[src/core/nfc_regs.svh]
`ifndef NFC_REGS_SVH
`define NFC_REGS_SVH

// Bus timing, host clock 10 MHz
`define NFC_CLK_NS 100
`define NFC_RD_CYCLE_NS 50
`define NFC_RD_CYCLE_CYC ((`NFC_RD_CYCLE_NS + `NFC_CLK_NS - 1) / `NFC_CLK_NS)
// Strobe low and high phase length in clocks
`define NFC_PHASE_CYC 1
// Busy-wait timeout: 2 ms erase typical, allowed tenfold
`define NFC_BUSY_TO_US 20000
`define NFC_BUSY_TO_CYC (`NFC_BUSY_TO_US * 1000 / `NFC_CLK_NS)
// Address cycles
`define NFC_ADDR_FULL 2'd3
`define NFC_ADDR_ROW 2'd2
`define NFC_PAGE_BYTES 528

`endif

[src/core/nfc_pkg.sv]
package nfc_pkg;

  typedef enum logic [1:0] {
    NFC_OP_CMD,
    NFC_OP_ADDR,
    NFC_OP_WDATA,
    NFC_OP_RDATA
  } nfc_op_e;

  // One host request
  typedef struct packed {
    nfc_op_e op;
    logic [7:0] data;
    logic [1:0] naddr;
    logic wait_busy;
  } nfc_req_s;

  // Pins driven toward the flash
  typedef struct packed {
    logic ce_n;
    logic cmd_latch;
    logic addr_latch;
    logic write_strobe_n;
    logic read_strobe_n;
    logic write_guard_n;
  } nfc_pins_s;

endpackage

[src/core/nfc_host.sv]
`timescale 1ns/1ps
`include "nfc_regs.svh"
// Contract
// - Command byte latched with command strobe
// - Address byte latched with address strobe
// - Write guard low blocks program, erase
// - Read strobe cycle at least 50ns
// - Three address bytes: column, row low, high
// - Erase sends only two row bytes
module nfc_host
  import nfc_pkg::*;
#(
  parameter int BUSY_TO_CYC = `NFC_BUSY_TO_CYC
) (
  input wire logic clock,
  input wire logic resetn,
  input wire logic req_valid,
  output logic req_ready,
  input wire nfc_req_s req,
  input wire logic [23:0] req_addr,
  input wire logic guard_en,
  output logic rsp_valid,
  input wire logic rsp_ready,
  output logic [7:0] rsp_data,
  output logic busy_timeout,
  output logic dev_ready,
  output nfc_pins_s pins,
  output logic [7:0] data_bus_pins_o,
  output logic data_bus_pins_oe,
  input wire logic [7:0] data_bus_pins_i,
  input wire logic ready_busy_n
);

  typedef enum logic [2:0] {
    NFC_S_IDLE,
    NFC_S_LOW,
    NFC_S_HIGH,
    NFC_S_BUSY,
    NFC_S_STALL
  } nfc_state_e;

  // ---------------------------------------------------------------
  // Pin synchronisers
  // ---------------------------------------------------------------
  logic [7:0] din_s1_r, din_s2_r;
  logic rb_s1_r, rb_s2_r;
  always_ff @(posedge clock) begin
    din_s1_r <= data_bus_pins_i;
    din_s2_r <= din_s1_r;
    rb_s1_r <= ready_busy_n;
    rb_s2_r <= rb_s1_r;
  end

  // ---------------------------------------------------------------
  // Sequencer
  // ---------------------------------------------------------------
  nfc_state_e state_r, state_nxt;
  nfc_req_s cur_r;
  logic [23:0] addr_r;
  logic [1:0] acnt_r;
  logic [1:0] phase_r;
  logic [$clog2(BUSY_TO_CYC+1)-1:0] to_cnt_r;
  nfc_pins_s pins_r;
  logic [7:0] dout_r;
  logic oe_r, to_r, rdy_r;

  // Two-entry read buffer
  logic [7:0] buf_mem_r [2];
  logic [1:0] buf_cnt_r;
  logic buf_wp_r, buf_rp_r;
  logic rd_p1_r, rd_p2_r;
  logic req_ready_r, rsp_valid_r;
  logic [7:0] rsp_data_r;
  // Bytes still in the pin synchroniser hold a slot, so a read is only
  // launched when its byte is sure to find room
  wire [1:0] buf_used = buf_cnt_r + {1'b0, rd_p1_r} + {1'b0, rd_p2_r};
  wire buf_full = (buf_used == 2'd2);
  wire buf_push;
  wire buf_pop = rsp_valid_r && rsp_ready;

  wire take = (state_r == NFC_S_IDLE) && req_valid;
  wire is_rd = (cur_r.op == NFC_OP_RDATA);
  wire is_addr = (cur_r.op == NFC_OP_ADDR);
  wire phase_done = (phase_r == 2'(`NFC_PHASE_CYC - 1));
  wire last_addr = !is_addr || (acnt_r == cur_r.naddr - 2'd1);
  wire rb_ready = rb_s2_r;
  wire to_hit = (to_cnt_r == ($bits(to_cnt_r))'(BUSY_TO_CYC - 1));
  // Ready/busy falls only a few clocks after the last strobe; the
  // synchronised level is ignored until the phase count has settled
  wire busy_settled = (phase_r == 2'd3);
  wire phase_run = (state_r == NFC_S_BUSY) ? !busy_settled : !phase_done;
  // A read byte reaches din_s2_r two clocks after the strobe's low phase
  wire rd_launch = (state_r == NFC_S_LOW) && phase_done && is_rd;
  assign buf_push = rd_p2_r;

  always_comb begin
    state_nxt = state_r;
    unique case (state_r)
      NFC_S_IDLE: begin
        // A full buffer keeps the strobe high: a pulse would advance the column
        if (req_valid && req.op == NFC_OP_RDATA && buf_full) state_nxt = NFC_S_STALL;
        else if (req_valid) state_nxt = NFC_S_LOW;
      end
      NFC_S_LOW: if (phase_done) state_nxt = NFC_S_HIGH;
      NFC_S_STALL: if (!buf_full) state_nxt = NFC_S_LOW;
      NFC_S_HIGH: begin
        if (phase_done) begin
          if (!last_addr) state_nxt = NFC_S_LOW;
          else if (cur_r.wait_busy) state_nxt = NFC_S_BUSY;
          else state_nxt = NFC_S_IDLE;
        end
      end
      NFC_S_BUSY: if ((rb_ready && busy_settled) || to_hit) state_nxt = NFC_S_IDLE;
    endcase
  end

  always_ff @(posedge clock) begin
    if (!resetn) begin
      state_r <= NFC_S_IDLE;
      cur_r <= '0;
      addr_r <= '0;
      acnt_r <= '0;
      phase_r <= '0;
    end else begin
      state_r <= state_nxt;
      if (take) begin
        cur_r <= req;
        addr_r <= req_addr;
        acnt_r <= '0;
      end else if (state_r == NFC_S_HIGH && phase_done && !last_addr) begin
        acnt_r <= acnt_r + 2'd1;
      end
      // Phase restarts at every state change; in BUSY it stops at 3
      if (state_nxt != state_r) phase_r <= '0;
      else if (phase_run) phase_r <= phase_r + 2'd1;
    end
  end

  always_ff @(posedge clock) begin
    if (!resetn || state_r != NFC_S_BUSY) to_cnt_r <= '0;
    else to_cnt_r <= to_cnt_r + 1'b1;
  end

  // ---------------------------------------------------------------
  // Pin drive, all registered
  // ---------------------------------------------------------------
  wire low_nxt = (state_nxt == NFC_S_LOW);
  wire act_nxt = low_nxt || (state_nxt == NFC_S_HIGH) || (state_nxt == NFC_S_STALL);
  wire [1:0] acnt_nxt = (state_r == NFC_S_IDLE) ? 2'd0 :
    ((state_r == NFC_S_HIGH && phase_done && !last_addr) ? acnt_r + 2'd1 : acnt_r);
  wire nfc_op_e op_nxt = take ? req.op : cur_r.op;
  wire [7:0] wbyte_nxt = take ? req.data : cur_r.data;
  // Byte order per cycle: column first, then row low, row high
  wire [7:0] abyte_nxt = take ?
    req_addr[8*((req.naddr == `NFC_ADDR_ROW) ? 2'd1 : 2'd0) +: 8] :
    addr_r[8*((cur_r.naddr == `NFC_ADDR_ROW) ? acnt_nxt + 2'd1 : acnt_nxt) +: 8];

  always_ff @(posedge clock) begin
    if (!resetn) begin
      pins_r <= '{ce_n: 1'b1, cmd_latch: 1'b0, addr_latch: 1'b0,
                  write_strobe_n: 1'b1, read_strobe_n: 1'b1, write_guard_n: 1'b0};
      dout_r <= '0;
      oe_r <= 1'b0;
      to_r <= 1'b0;
      rdy_r <= 1'b0;
      req_ready_r <= 1'b1;
    end else begin
      req_ready_r <= (state_nxt == NFC_S_IDLE);
      // Chip stays selected through busy so the operation is not cut
      pins_r.ce_n <= !(act_nxt || state_nxt == NFC_S_BUSY);
      pins_r.cmd_latch <= act_nxt && op_nxt == NFC_OP_CMD;
      pins_r.addr_latch <= act_nxt && op_nxt == NFC_OP_ADDR;
      pins_r.write_strobe_n <= !(low_nxt && op_nxt != NFC_OP_RDATA);
      pins_r.read_strobe_n <= !(low_nxt && op_nxt == NFC_OP_RDATA);
      pins_r.write_guard_n <= guard_en;
      // Drive the bus only for written bytes; the device drives on reads
      oe_r <= act_nxt && op_nxt != NFC_OP_RDATA;
      dout_r <= (op_nxt == NFC_OP_ADDR) ? abyte_nxt : wbyte_nxt;
      to_r <= (state_r == NFC_S_BUSY) && to_hit;
      rdy_r <= rb_ready && (state_nxt == NFC_S_IDLE);
    end
  end

  // ---------------------------------------------------------------
  // Read buffer: a stalled consumer pauses the read strobe
  // ---------------------------------------------------------------
  wire [1:0] buf_cnt_nxt = buf_cnt_r + {1'b0, buf_push} - {1'b0, buf_pop};
  wire buf_rp_nxt = buf_pop ? !buf_rp_r : buf_rp_r;
  // Head of the queue next cycle: the arriving byte if it lands there
  wire [7:0] head_nxt = (buf_push && buf_wp_r == buf_rp_nxt) ?
    din_s2_r : buf_mem_r[buf_rp_nxt];

  always_ff @(posedge clock) begin
    if (!resetn) begin
      buf_cnt_r <= '0;
      buf_wp_r <= 1'b0;
      buf_rp_r <= 1'b0;
      rd_p1_r <= 1'b0;
      rd_p2_r <= 1'b0;
      rsp_valid_r <= 1'b0;
      rsp_data_r <= '0;
    end else begin
      buf_cnt_r <= buf_cnt_nxt;
      buf_rp_r <= buf_rp_nxt;
      if (buf_push) buf_wp_r <= !buf_wp_r;
      rd_p1_r <= rd_launch;
      rd_p2_r <= rd_p1_r;
      rsp_valid_r <= (buf_cnt_nxt != 2'd0);
      rsp_data_r <= head_nxt;
    end
  end

  always_ff @(posedge clock) begin
    if (buf_push) buf_mem_r[buf_wp_r] <= din_s2_r;
  end

  assign rsp_valid = rsp_valid_r;
  assign rsp_data = rsp_data_r;
  assign req_ready = req_ready_r;
  assign pins = pins_r;
  assign data_bus_pins_o = dout_r;
  assign data_bus_pins_oe = oe_r;
  assign busy_timeout = to_r;
  assign dev_ready = rdy_r;

endmodule

[config.mk]
export PLATFORM = sky130hd
export DESIGN_NAME = nfc_host
export DESIGN_NICKNAME = d
export VERILOG_FILES = /design/src/core/nfc_pkg.sv /design/src/core/nfc_host.sv
export VERILOG_INCLUDE_DIRS = /design/src /design/src/core
export SDC_FILE = /design/constraint.sdc
export NUM_CORES = 1
export LEC_CHECK = 0
export ABC_AREA = 1
export BUFFER_PORTS_ARGS = -buffer_cell sky130_fd_sc_hd__buf_4
export CAP_MARGIN = 20
export CELL_PAD_IN_SITES_DETAIL_PLACEMENT = 2
export CELL_PAD_IN_SITES_GLOBAL_PLACEMENT = 2
export CORE_MARGIN = 8
export CORE_UTILIZATION = 33
export DETAILED_ROUTE_END_ITERATION = 10
export PLACE_DENSITY_LB_ADDON = 0.1
export SYNTH_ARGS = -nofsm -noshare
export SYNTH_HDL_FRONTEND = slang
export SYNTH_SLANG_ARGS = --single-unit
[constraint.sdc]
create_clock -name clock -period 2.73 [get_ports clock]
set_input_delay 0.6825 -clock clock [delete_from_list [all_inputs] [get_ports clock]]
set_output_delay 0.6825 -clock clock [all_outputs]
set_load 0.01 [all_outputs]
## After elaboration in Yosys (flattened, before gate mapping)

Memories as Yosys holds them, arrays and structs flattened. A register that Yosys moved wholly into a read port is not among the register bits.
Cells that the tools add are included.

- RAM bits: 16
- Flip-flop bits (word level): 105
- Memories kept: 1
- Output and inout bits: 27
- Bits of input ports: 51
- Logic and storage cells: 126

- Shift-type cells: 2
- Bitwise gates (word level): 1
- Mux-type cells: 21
- Add/sub/neg operators: 9
- Eq/ne operators: 22
- Reductions and logical operators: 40

Memories:

| name | depth | width | read ports | clocked after memory_dff | wr ports | RTL line | source |
|---|---|---|---|---|---|---|---|
| buf_mem_r | 2 | 8 | 1 | 1 | 1 | nfc_host.sv:68 | `logic [7:0] buf_mem_r [2];` |

Operators with widths:

| cell | count |
|---|---|
| two-way mux 8 bit | 3 |
| indexed part select 24 x 5 -> 8 bit | 1 |
| indexed part select 24 x 7 -> 8 bit | 1 |
| two-way mux 3 bit | 7 |
| adder 18 x 1 -> 18 bit (second input constant) | 1 |
| equality test 18 bit (second input constant) | 1 |
| logical AND 1 bit | 16 |
| case mux 3 bit (5 select lines) | 1 |
| equality test 2 bit (second input constant) | 7 |
| equality test 3 x 2 -> 1 bit (second input constant) | 4 |
| zero test 1 bit | 11 |
| two-way mux 2 bit | 5 |
| adder 2 x 1 -> 2 bit | 3 |
| equality test 3 x 1 -> 1 bit (second input constant) | 2 |
| equality test 3 bit (second input constant) | 2 |
| zero test 3 bit | 2 |
| logical OR 1 bit | 6 |
| two-way mux 1 bit | 5 |
| adder 2 x 1 -> 2 bit (second input constant) | 2 |
| equality test 2 x 1 -> 1 bit (second input constant) | 2 |
| zero test 2 bit | 2 |
| OR reduction 2 bit | 2 |
| adder 2 x 1 -> 3 bit (second input constant) | 1 |
| inequality test 3 x 2 -> 1 bit (second input constant) | 1 |
| other kinds (7) | 7 |

## Logic depth before layout (Yosys ltp)

Gate-level depths: netlist of the first run.

- Word-level depth: 12
- Depth in mapped cells: 17
- Depth with buffers taken out: 17

## Worst setup path after synthesis of the first run

No wires, ideal clock.

- Path type: register -> register
- From: register cur_r[1] in the netlist's numbering
- To: register dout_r[2] (netlist: data_bus_pins_o[2])
- Arrival time: 2.176 ns
- Cell stages (with the launch flop): 17
- Period minus slack after synthesis: 2.242 ns
- Required time: 2.664 ns
- Slack: 0.488 ns
- Setup time: 0.066 ns
- Buffers on the path: 0
- Cells stage by stage: dfxtp_1 -> inv_1 -> ha_1 -> inv_1 -> nand2_1 -> nand2_1 -> nand2_1 -> nand3_2 -> nand2_1 -> nand3_1 -> inv_1 -> ha_1 -> o21ai_1 -> nand3_1 -> nand2_1 -> nand2_1 -> a21oi_2

- Longest elaborated chain between the ends: 12
- Elaborated cells on any way between the ends: 13
- Those cells by class: add/sub (2); eq/ne (2); shift (1); mux (5); reduce/logical (3)

RTL lines:

| item | RTL line | source |
|---|---|---|
| start, declared | nfc_host.sv:58 | `nfc_req_s cur_r;` |
| start signal, assigned | nfc_host.sv:127 | `cur_r <= req;` |
| subtractor 2 x 1 -> 2 bit | nfc_host.sv:85 | `wire last_addr = !is_addr \|\| (acnt_r == cur_r.naddr - 2'd1);` |
| equality test 2 bit | nfc_host.sv:85 |  |
| logical OR 1 bit | nfc_host.sv:85 |  |
| zero test 1 bit | nfc_host.sv:150 | `((state_r == NFC_S_HIGH && phase_done && !last_addr) ? acnt_r + 2'd1 : acnt_r);` |
| logical AND 1 bit | nfc_host.sv:150 |  |
| two-way mux 2 bit | nfc_host.sv:150 |  |
| two-way mux 2 bit | nfc_host.sv:149 | `wire [1:0] acnt_nxt = (state_r == NFC_S_IDLE) ? 2'd0 :` |
| adder 2 x 1 -> 3 bit | nfc_host.sv:156 | `` addr_r[8*((cur_r.naddr == `NFC_ADDR_ROW) ? acnt_nxt + 2'd1 : acnt_nxt) +: 8]; `` |
| two-way mux 3 bit (*) | nfc_host.sv:156 |  |
| indexed part select 24 x 7 -> 8 bit (*) | nfc_host.sv:156 |  |
| two-way mux 8 bit (*) | nfc_host.sv:154 | `wire [7:0] abyte_nxt = take ?` |
| two-way mux 8 bit (*) | nfc_host.sv:178 | `dout_r <= (op_nxt == NFC_OP_ADDR) ? abyte_nxt : wbyte_nxt;` |
| end signal, assigned | nfc_host.sv:178 |  |
| end, declared | nfc_host.sv:64 | `logic [7:0] dout_r;` |

Mark *: on every way between the ends. The rest lies on a longest branch, timed or not.
A chain may end at the register's enable or synchronous reset.

## Worst setup path after layout of the first run

- From: register cur_r[1] in the netlist's numbering
- To: register dout_r[7] (netlist: data_bus_pins_o[7])

Same word-level chain as after synthesis.

==> results.md, run 1 <==
* I/O Buffers at 77
* Cells after Synth at 641
* Vias at 4671
* Clock buffer depth at 2
* Ys async rst share at 0%
* Clk slew on worst S/H paths at 0.06 ns
* Worst skew pair latency at 0.42 ns
* Peak supply drop at 0.000447 V
* Yosys reg bits at 129
* Total power at 6.51 mW
* Syn. warnings at 0
* Fin util at 42.4%
* Placeable Area at 15700 µm²
* Synth top area share at 43.1%
* EDFF count, synth at 16
* Worst-margin pin slew at 0.855 ns
* Worst hold margin at 0.328 ns
* CP max stage cell: dfxtp_1
* Final hold viol count at 0
* CTS tree: built
* Critical Path, Cell by Cell: inv_1, ha_1, inv_1, nand2_1, nand2_1, nand2_4, nand3_2, nand2_1, nand3_2, inv_1, ha_1, nand2_1, o21ai_2, nand3_1, nand2_1, nand2_1, a21oi_1
* Die span in y at 142 µm
* Iter 0 DRT Violations at 240
* Worst Hold Path Cells at 0
* Placed inst area at 6080 µm²
* Worst R2R Path Depth at 17
* Arrival time at the worst endpoint at 2.73 ns
* Worst path required time at 3.08 ns
* Layout area overhead at 27.0%
* Max_slew headroom at 42.8%
* Critical Path Start: cur_r[1]
* Die ar. at 20200 µm²
* CP peak stage delay at 0.34 ns
* Crit path buffers/inverters at 3
* Worst Skew at 0.00629 ns
* Outcome: completed
* Aggregate negative setup slack at 0 ns
* CP Depth at 17
* Fin area at 6660 µm²
* FMAX at 0.419 GHz
* Routed vias/inst at 4.88
* Global route overflow at 0
* 1st-pass router iterations at 4
* WS Path Type: flip-flop to flip-flop
* Ys flop type: dfxtp_1
* Total CTS buffers at 17
* Layout cells sized above 1 at 19.8%
* CP endpoint kind: flip-flop
* Synth Area per Inst at 8.18 µm²
* Count leader, synth: dfxtp_1
* CTS Root Cell: clkbuf_16
* Count of pins over their slew limit at 0
* Post-Syn Nets at 700
* Vias in the first global route at 5284
* Largest net degree at the start of global routing at 54
* CTS Hold Bufs at 0
* Largest area contributor in the netlist: dfxtp_1
* DRT antenna net count at 0
* Initial antenna violation count at 0
* Pre-CTS WS at 0.233 ns
* Hold_sp: din_s1_r[5]
* # diodes at 0
* GP Congestion at 0.807
* Sequential area share after synthesis at 52.3%
* Crit-path max FO at 8
* Worst r2r src: cur_r[1]
* Crit-path leading delay family: simple AND/OR/NAND/NOR gates
* IO Count at 78
* Leak Pwr at 2.84 nW
* Class of the worst hold path: flip-flop to flip-flop
* Largest cells by area after synthesis: dfxtp_1, edfxtp_1, nand2_1
* H-tree depth at 4
* Post-CTS Setup Repair Bufs at 0
* Unrepaired setup endpoints after global routing: false
* CP Launch Type: flip-flop
* Cell Pwr Density at 978 nW/µm²
* Period minus WS final at 2.39 ns
* Row count at 46
* Hpwl dp at 12100 µm
* Period Utilization, post-route at 87.4%
* Clk sinks at 129
* Synth Cell Area at 5250 µm²
* Final setup violation count at 0
* Post-synth top cells: dfxtp_1, nand2_1, nor2_1
* DR DRC count at 0
* Die Wd at 142 µm
* Synth cell types at 42
* CTS resizes at 0
* Cell mode on critical path: nand2_1
* WL/cell at 17.8 µm
* Fin cells at 957
* Total wire length at 17000 µm
* First-pass GRT wire length at 27500 µm
* # nets final at 787
* Final worst setup slack at 0.344 ns
* Initial Util at 33.4%
* GRT Util Overall at 17.5%
* Max Cap Viol at 0
* Placed instance count at 925
==> registers in the layout (all words and copies together), names as in the netlist, 2 cells and up <==
register,cells
addr_r,24
to_cnt_r,18
buf_mem_r,16
cur_r,13
data_bus_pins_o,8
din_s1_r,8
din_s2_r,8
rsp_data,8
pins,6
state_r,3
acnt_r,2
buf_cnt_r,2
phase_r,2
==> cell families after synthesis <==
group	count (synthesis)	synth area share (%)
XOR/XNOR	6	1.00
AO/OA/AOI/OAI	115	11.5
flip-flops	129	52.3
adder cells (fa/ha/maj)	8	2.05
multiplexers	8	1.72
AND/OR/NAND/NOR	277	24.0
buffers and inverters	98	7.35
==> final cells by class <==
| cell class | count | area [µm²] |
|---|---|---|
| Clock inverter | 11 | 106 |
| Fill cell | 1783 | 9050 |
| Multi-Input combinational cell | 414 | 2130 |
| Inverter | 79 | 297 |
| Sequential cell | 129 | 2740 |
| Timing Repair Buffer | 87 | 653 |
| Tap cell | 216 | 270 |
| Clock buffer | 21 | 460 |
==> power breakdown <==
| part | leakage, nW | switching [mW] | total, mW | internal, mW |
|---|---|---|---|---|
| Combinational | 1.50 | 1.25 | 1.91 | 0.660 |
| Clock | 0.266 | 0.877 | 2.18 | 1.30 |
| Sequential | 1.08 | 0.162 | 2.42 | 2.26 |
==> worst reg2reg max path, stage by stage (launching register included) <==
cell,delay (ns)
dfxtp_1,0.34
inv_1,0.06
ha_1,0.31
inv_1,0.06
nand2_1,0.04
nand2_1,0.10
nand2_4,0.09
nand3_2,0.09
nand2_1,0.09
nand3_2,0.10
inv_1,0.06
ha_1,0.29
nand2_1,0.07
o21ai_2,0.18
nand3_1,0.14
nand2_1,0.10
nand2_1,0.06
a21oi_1,0.14
==> routing by layer <==
metal  part of all wire (%)  GRT usage (%)  vias to the layer above
met4                    1.4           5.94                        0
li1                       -              -                     2278
met3                    4.2           4.29                       18
met2                     53           32.1                       76
met1                     42           19.3                     2299
met5                      0              0                        -
==> cell usage in the layout (no fill, tap or decap), types with 2 or more instances in the layout <==
cell and instances:
dfxtp_1 113, nand2_1 93, buf_4 87, nor2_1 82
inv_1 78, nand3_1 56, o21ai_0 51, a21oi_1 48
clkbuf_16 17, edfxtp_1 16, nor3_1 13, a31oi_1 8
mux2_2 8, nand4_1 7, ha_1 7, clkinvlp_4 4
nand2_2 3, nand3_2 3, xnor2_1 3, xor2_1 3
o21a_1 3, clkinv_4 3, nand2_4 2, nor2_2 2
nor2_4 2, or2_2 2, nor3_2 2, nor4_1 2
nor3b_1 2, clkbuf_1 2, clkbuf_8 2
==> worst paths after layout <==
kind,end,slack (ns)
worst max-delay path,data_bus_pins_o[7],0.34
worst min register to register,din_s2_r[5],0.33
worst max register to register,data_bus_pins_o[7],0.34
worst min-delay path,din_s2_r[5],0.33
(Power assumes the default switching activity.)
==> inputs of run 2 (changes only) <==
--- a/config.mk
+++ b/config.mk
@@ -14,7 +14,7 @@
 export CORE_MARGIN = 8
 export CORE_UTILIZATION = 33
 export DETAILED_ROUTE_END_ITERATION = 10
-export PLACE_DENSITY_LB_ADDON = 0.1
+export PLACE_DENSITY = 0.89
 export SYNTH_ARGS = -nofsm -noshare
 export SYNTH_HDL_FRONTEND = slang
 export SYNTH_SLANG_ARGS = --single-unit
==> run 2 against run 1 <==
Setup slack lost 0.14 ns. Non-clock buffer count increased by 1. First-iteration DRC count fell by 33%. Clock-buffer cell count decreased by 3. Clock skew rose by 0.0046 ns. Total power rose by 4.2%. Combinational power up 4%. Clock power grew 9%. Fmax fell by 5.5%. Flip-flop and latch count stayed put. Hold slack improved by 0.0016 ns. Global-route usage grew 0.62 points. Largest cell class unchanged.
==> results.md, run 2 (same netlist as run 1, synthesis figures left out) <==
* Hpwl dp at 12100 µm (about the same)
* Die Wd at 142 µm (unchanged)
* Period Utilization, post-route at 92.4% (was 87.4%)
* Reg-to-Reg End: data_bus_pins_o[1] (was data_bus_pins_o[7])
* CTS Root Cell: clkbuf_16 (unchanged)
* Placed inst area at 6090 µm² (was 6080 µm²)
* First-pass GRT wire length at 28300 µm (was 27500 µm)
* Worst Skew at 0.0109 ns (was 0.00629 ns)
* # diodes at 0 (unchanged)
* Total CTS buffers at 17 (unchanged)
* Commonest non-fill, non-tap cell in the layout: dfxtp_1 (unchanged)
* Aggregate negative setup slack at 0 ns (unchanged)
* Outcome: completed (unchanged)
* Max Cap Viol at 0 (unchanged)
* Die span in y at 142 µm (unchanged)
* FMAX at 0.396 GHz (was 0.419 GHz)
* Critical path endpoint: data_bus_pins_o[1] (was data_bus_pins_o[7])
* Layout cells sized above 1 at 20.8% (was 19.8%)
* CTS resizes at 0 (unchanged)
* Count of pins over their slew limit at 0 (unchanged)
* Peak supply drop at 0.000586 V (was 0.000447 V)
* Row count at 46 (unchanged)
* Placeable Area at 15700 µm² (unchanged)
* # nets final at 788 (was 787)
* Post-CTS Setup Repair Bufs at 0 (unchanged)
* Cell Pwr Density at 1010 nW/µm² (was 978 nW/µm²)
* Most frequent cells in the layout: dfxtp_1, nand2_1, buf_4, nor2_1, inv_1 (unchanged)
* Clock buffer depth at 2 (unchanged)
* Global route overflow at 0 (unchanged)
* Clk slew on worst S/H paths at 0.07 ns (was 0.06 ns)
* I/O Buffers at 77 (unchanged)
* WL/cell at 18.2 µm (was 17.8 µm)
* Fin area at 6720 µm² (was 6660 µm²)
* Initial antenna violation count at 0 (unchanged)
* Final hold viol count at 0 (unchanged)
* Leak Pwr at 2.88 nW (was 2.84 nW)
* Worst skew pair latency at 0.44 ns (was 0.42 ns)
* H-tree depth at 4 (unchanged)
* Largest net degree at the start of global routing at 54 (unchanged)
* Crit-path max FO at 6 (was 8)
* Class of the worst hold path: flip-flop to flip-flop (unchanged)
* Worst r2r src: cur_r[1] (unchanged)
* Clk sinks at 129 (unchanged)
* CTS Hold Bufs at 0 (unchanged)
* CTS tree: built (unchanged)
* GP Congestion at 0.791 (was 0.807)
* Arrival time at the worst endpoint at 2.89 ns (was 2.73 ns)
* IO Count at 78 (unchanged)
* 1st-pass router iterations at 4 (unchanged)
* Largest register FFs at 24 (unchanged)
* WS Path Type: flip-flop to flip-flop (unchanged)
* Worst R2R Path Depth at 17 (unchanged)
* DRT antenna net count at 0 (unchanged)
* Period minus WS final at 2.52 ns (was 2.39 ns)
* DR DRC count at 0 (unchanged)
* Worst-margin pin slew at 0.738 ns (was 0.855 ns)
* Layout area overhead at 28.1% (was 27.0%)
* Worst path required time at 3.09 ns (was 3.08 ns)
* Fill cell count at 1740 (was 1783)
* CP Launch Type: flip-flop (unchanged)
* Largest registers: addr_r x24, to_cnt_r x18, buf_mem_r x16 (unchanged)
* CP endpoint kind: flip-flop (unchanged)
* Routed vias/inst at 4.97 (was 4.88)
* Initial Util at 33.4% (unchanged)
* Iter 0 DRT Violations at 162 (was 240)
* Final setup violation count at 0 (unchanged)
* GRT Util Overall at 18.1% (was 17.5%)
* Vias in the first global route at 5419 (was 5284)
* Vias at 4761 (was 4671)
* Largest Register: addr_r (unchanged)
* Max_slew headroom at 50.6% (was 42.8%)
* Total wire length at 17500 µm (was 17000 µm)
* R2R setup slack at 0.21 ns (was 0.34 ns)
* Critical Path Start: cur_r[1] (unchanged)
* Die ar. at 20200 µm² (unchanged)
[run 2: changes by cell type in the layout (fill, tap and decap cells not counted), sizes merged]
cell	delta
buf	+1
clkbuf	-3
clkinv	-3
clkinvlp	-4
inv	+10
[run 2: cell type report]
type	instances	area, µm²	share of cell area (%)
sequential	129	2740	40.8
multi-input combinational	414	2140	31.8
timing repair buffer	88	661	9.83
clock buffer	18	450	6.70
inverter	79	297	4.41
tap	216	270	4.02
clock inverter	14	159	2.36
[run 2: metrics by stage]
| stage | std cells | hold WS [ns] | power [mW] | worst slack (ns) | util, % |
|---|---|---|---|---|---|
| after floorplan | 641 | 0.310 | 3.62 | 0.488 | - |
| after global placement | 926 | 0.316 | 4.24 | 0.395 | 38.7 |
| after detailed placement | 926 | 0.315 | 4.38 | 0.165 | 38.7 |
| after CTS | 958 | 0.326 | 6.84 | 0.0896 | 42.6 |
| after global routing | 958 | 0.319 | 7.19 | -0.0364 | 42.8 |
| final | 958 | 0.330 | 6.79 | 0.206 | 42.8 |
[run 2: power breakdown]
part | switching, mW | internal (mW) | total, mW
clock network | 1.01 | 1.36 | 2.37
registers | 0.162 | 2.26 | 2.42
logic | 1.31 | 0.680 | 1.99
[run 2: critical path: stages (launching register included)]
cell and delay [ns]:
dfxtp_1 0.35, inv_1 0.07, ha_1 0.30, inv_1 0.07, nand2_1 0.07, nand2_1 0.10
nand2_2 0.10, nand3_2 0.11, nand2_1 0.08, nand3_2 0.10, inv_1 0.05, ha_1 0.32
o21ai_2 0.19, buf_4 0.15, nand3_1 0.09, nand2_1 0.08, nand2_1 0.06, a21oi_1 0.15
[run 2: worst min-delay path by stage]
stage / endpoint / slack [ns] / from / cells past startpoint
floorplan: din_s2_r[0] / 0.31 / din_s1_r[0] / 0
global placement: din_s2_r[6] / 0.32 / din_s1_r[6] / 0
detailed placement: din_s2_r[7] / 0.31 / din_s1_r[7] / 0
CTS: din_s1_r[5] / 0.33 / data_bus_pins_i[5] / 1
global route: din_s1_r[5] / 0.32 / data_bus_pins_i[5] / 1
finish: din_s2_r[6] / 0.33 / din_s1_r[6] / 0
[run 2: metal layers]
metal,wire [µm],up-vias,global-route usage (%)
li1,-,2286,-
met1,7210,2361,19.4
met2,9140,77,32.2
met3,726,37,5.87
met4,401,0,7.52
met5,0,-,0
==> inputs of run 3 (changes only) <==
--- a/config.mk
+++ b/config.mk
@@ -7,7 +7,7 @@
 export NUM_CORES = 1
 export LEC_CHECK = 0
 export ABC_AREA = 1
-export BUFFER_PORTS_ARGS = -buffer_cell sky130_fd_sc_hd__buf_4
+export BUFFER_PORTS_ARGS = -buffer_cell sky130_fd_sc_hd__buf_2
 export CAP_MARGIN = 20
 export CELL_PAD_IN_SITES_DETAIL_PLACEMENT = 2
 export CELL_PAD_IN_SITES_GLOBAL_PLACEMENT = 2
==> run 3 against run 2 <==
Flip-flop and latch count did not move. Highest routed layer unchanged. Largest power group is now clock. Clock-buffer cell count up 1. Critical path depth unchanged. Total power increased by 2.3%. Clock power grew 7%. First-iteration DRC count up 20%. Hold slack got worse by 0.0025 ns. Sequential share of layout area rose by 0.74 points. Global-route usage is 0.24 points higher. Die area did not move. Critical path type unchanged. Sequential power about the same. Setup slack got worse by 0.12 ns.
==> results.md, run 3 (same netlist as run 1, synthesis figures left out) <==
* Die ar. at 20200 µm² (unchanged)
* Arrival time at the worst endpoint at 2.99 ns (was 2.89 ns)
* DRT antenna net count at 0 (unchanged)
* Clk sinks at 129 (unchanged)
* H-tree depth at 4 (unchanged)
* Max Cap Viol at 0 (unchanged)
* Die Wd at 142 µm (unchanged)
* Layout cells sized above 1 at 21.2% (was 20.8%)
* I/O Buffers at 77 (unchanged)
* CTS tree: built (unchanged)
* Crit path buffers/inverters at 4 (unchanged)
* Clock buffer depth at 2 (unchanged)
* Worst path required time at 3.08 ns (was 3.09 ns)
* Largest register FFs at 24 (unchanged)
* Layout area overhead at 25.9% (was 28.1%)
* Total CTS buffers at 17 (unchanged)
* CP max stage cell: dfxtp_2 (was dfxtp_1)
* Vias in the first global route at 5479 (was 5419)
* Global route overflow at 0 (unchanged)
* Critical Path, Cell by Cell: inv_1, ha_1, inv_1, nand2_1, nand2_1, nand2_4, nand3_4, nand2_2, nand3_2, inv_1, ha_1, o21ai_2, buf_4, nand3_1, nand2_1, nand2_1, a21oi_1 (was inv_1, ha_1, inv_1, nand2_1, nand2_1, nand2_2, nand3_2, nand2_1, nand3_2, inv_1, ha_1, o21ai_2, buf_4, nand3_1, nand2_1, nand2_1, a21oi_1)
* WS Path Type: flip-flop to flip-flop (unchanged)
* Initial Util at 33.4% (unchanged)
* Class of the worst hold path: flip-flop to flip-flop (unchanged)
* Commonest non-fill, non-tap cell in the layout: dfxtp_1 (unchanged)
* Max_slew headroom at 50.4% (was 50.6%)
* 1st-pass router iterations at 4 (unchanged)
* Final worst setup slack at 0.0888 ns (was 0.206 ns)
* GRT Util Overall at 18.4% (was 18.1%)
* Cell Pwr Density at 1050 nW/µm² (was 1010 nW/µm²)
* Most frequent cells in the layout: dfxtp_1, nand2_1, nor2_1, inv_1, buf_2 (was dfxtp_1, nand2_1, buf_4, nor2_1, inv_1)
* Routed vias/inst at 5.06 (was 4.97)
* Worst Skew at 0.00528 ns (was 0.0109 ns)
* Die span in y at 142 µm (unchanged)
* Worst skew pair latency at 0.43 ns (was 0.44 ns)
* First-pass GRT wire length at 28700 µm (was 28300 µm)
* Clk slew on worst S/H paths at 0.06 ns (was 0.07 ns)
* Final setup violation count at 0 (unchanged)
* CP peak stage delay at 0.36 ns (was 0.35 ns)
* Final hold viol count at 0 (unchanged)
* # nets final at 788 (unchanged)
* Crit-path max FO at 6 (unchanged)
* Placeable Area at 15700 µm² (unchanged)
* Worst-margin pin slew at 0.741 ns (was 0.738 ns)
* Cell mode on critical path: nand2_1 (unchanged)
* Initial antenna violation count at 0 (unchanged)
* Fin util at 42.0% (was 42.8%)
* # diodes at 0 (unchanged)
* FMAX at 0.379 GHz (was 0.396 GHz)
* Pre-CTS WS at 0.135 ns (was 0.165 ns)
* CTS Root Cell: clkbuf_16 (unchanged)
* WL/cell at 19.1 µm (was 18.2 µm)
* IO Count at 78 (unchanged)
* Peak supply drop at 0.000549 V (was 0.000586 V)
* Total wire length at 18300 µm (was 17500 µm)
* DR DRC count at 0 (unchanged)
* CP endpoint kind: flip-flop (unchanged)
* Row count at 46 (unchanged)
* Crit-path leading delay family: simple AND/OR/NAND/NOR gates (unchanged)
* Leak Pwr at 2.85 nW (was 2.88 nW)
* Count of pins over their slew limit at 0 (unchanged)
* Period Utilization, post-route at 96.7% (was 92.4%)
* Outcome: completed (unchanged)
* GP Congestion at 0.756 (was 0.791)
* Iter 0 DRT Violations at 195 (was 162)
* Period minus WS final at 2.64 ns (was 2.52 ns)
* Vias at 4843 (was 4761)
* Largest net degree at the start of global routing at 54 (unchanged)
* Largest Register: addr_r (unchanged)
* Hpwl dp at 12200 µm (was 12100 µm)
* CP Launch Type: flip-flop (unchanged)
* Largest registers: addr_r x24, to_cnt_r x18, buf_mem_r x16 (unchanged)
==> run 3: cell count changes in the layout (fill, tap and decap cells not counted), moves of 3 or more <==
| cell | before | now |
|---|---|---|
| buf_2 | 0 | 77 |
| buf_4 | 88 | 11 |
| bufinv_16 | 1 | 4 |
| inv_8 | 4 | 0 |
==> run 3: worst paths after layout <==
kind / start / end / slack, ns / depth (start not counted)
min: din_s1_r[0] / din_s2_r[0] / 0.33 / 0
max reg2reg: cur_r[1] / data_bus_pins_o[7] / 0.09 / 17
min reg2reg: din_s1_r[0] / din_s2_r[0] / 0.33 / 0
max: cur_r[1] / data_bus_pins_o[7] / 0.09 / 17
==> run 3: area by class of cell <==
class / count / area, µm²
multi-input cells: 414 / 2170
clock inverters: 13 / 194
fillers: 1723 / 9110
well taps: 216 / 270
flip-flops and latches: 129 / 2740
inverters: 79 / 297
repair buffers: 88 / 468
clock buffers: 19 / 464
==> run 3: where the power goes <==
part / internal, mW / total, mW / leakage (nW) / switching, mW
clock: 1.63 / 2.54 / 0.321 / 0.915
combinational: 0.603 / 1.97 / 1.45 / 1.37
sequential: 2.26 / 2.43 / 1.08 / 0.169
total: 4.49 / 6.95 / 2.85 / 2.46
==> run 3: per-layer routing <==
layer	share of wire [%]	global-route usage (%)	up-vias
met5	0	0	-
met4	2.0	9.33	0
met3	4.3	4.16	28
met2	54	33.5	98
met1	40	19.5	2439
li1	-	-	2278
==> run 3: worst reg2reg max path: cells and delay by family, from the launching register on <==
| kind | cells | cell delay (ns) |
|---|---|---|
| DFF | 1 | 0.36 |
| adders and majority gates | 2 | 0.59 |
| AOI/OAI and AO/OA | 2 | 0.32 |
| and+or+nand+nor | 9 | 0.86 |
| buffers and inverters | 4 | 0.43 |
==> run 3: per-stage QoR <==
step	total power, mW	std cells	area [µm²]	hold slack (ns)	TNS [ns]
2_1_floorplan	3.62	641	5250	0.310	0
3_3_place_gp	4.15	924	5880	0.315	0
3_5_place_dp	4.31	924	5880	0.315	0
4_1_cts	6.97	956	6540	0.328	0
5_1_grt	7.29	958	6600	0.336	-0.122
6_report	6.95	958	6600	0.327	0
==> run 3: repair_timing <==
action	CTS	global route
setup endpoints to repair	2	8
setup buffers	0	2
resized for setup	1	11
hold buffers	0	0
pin swaps	0	1
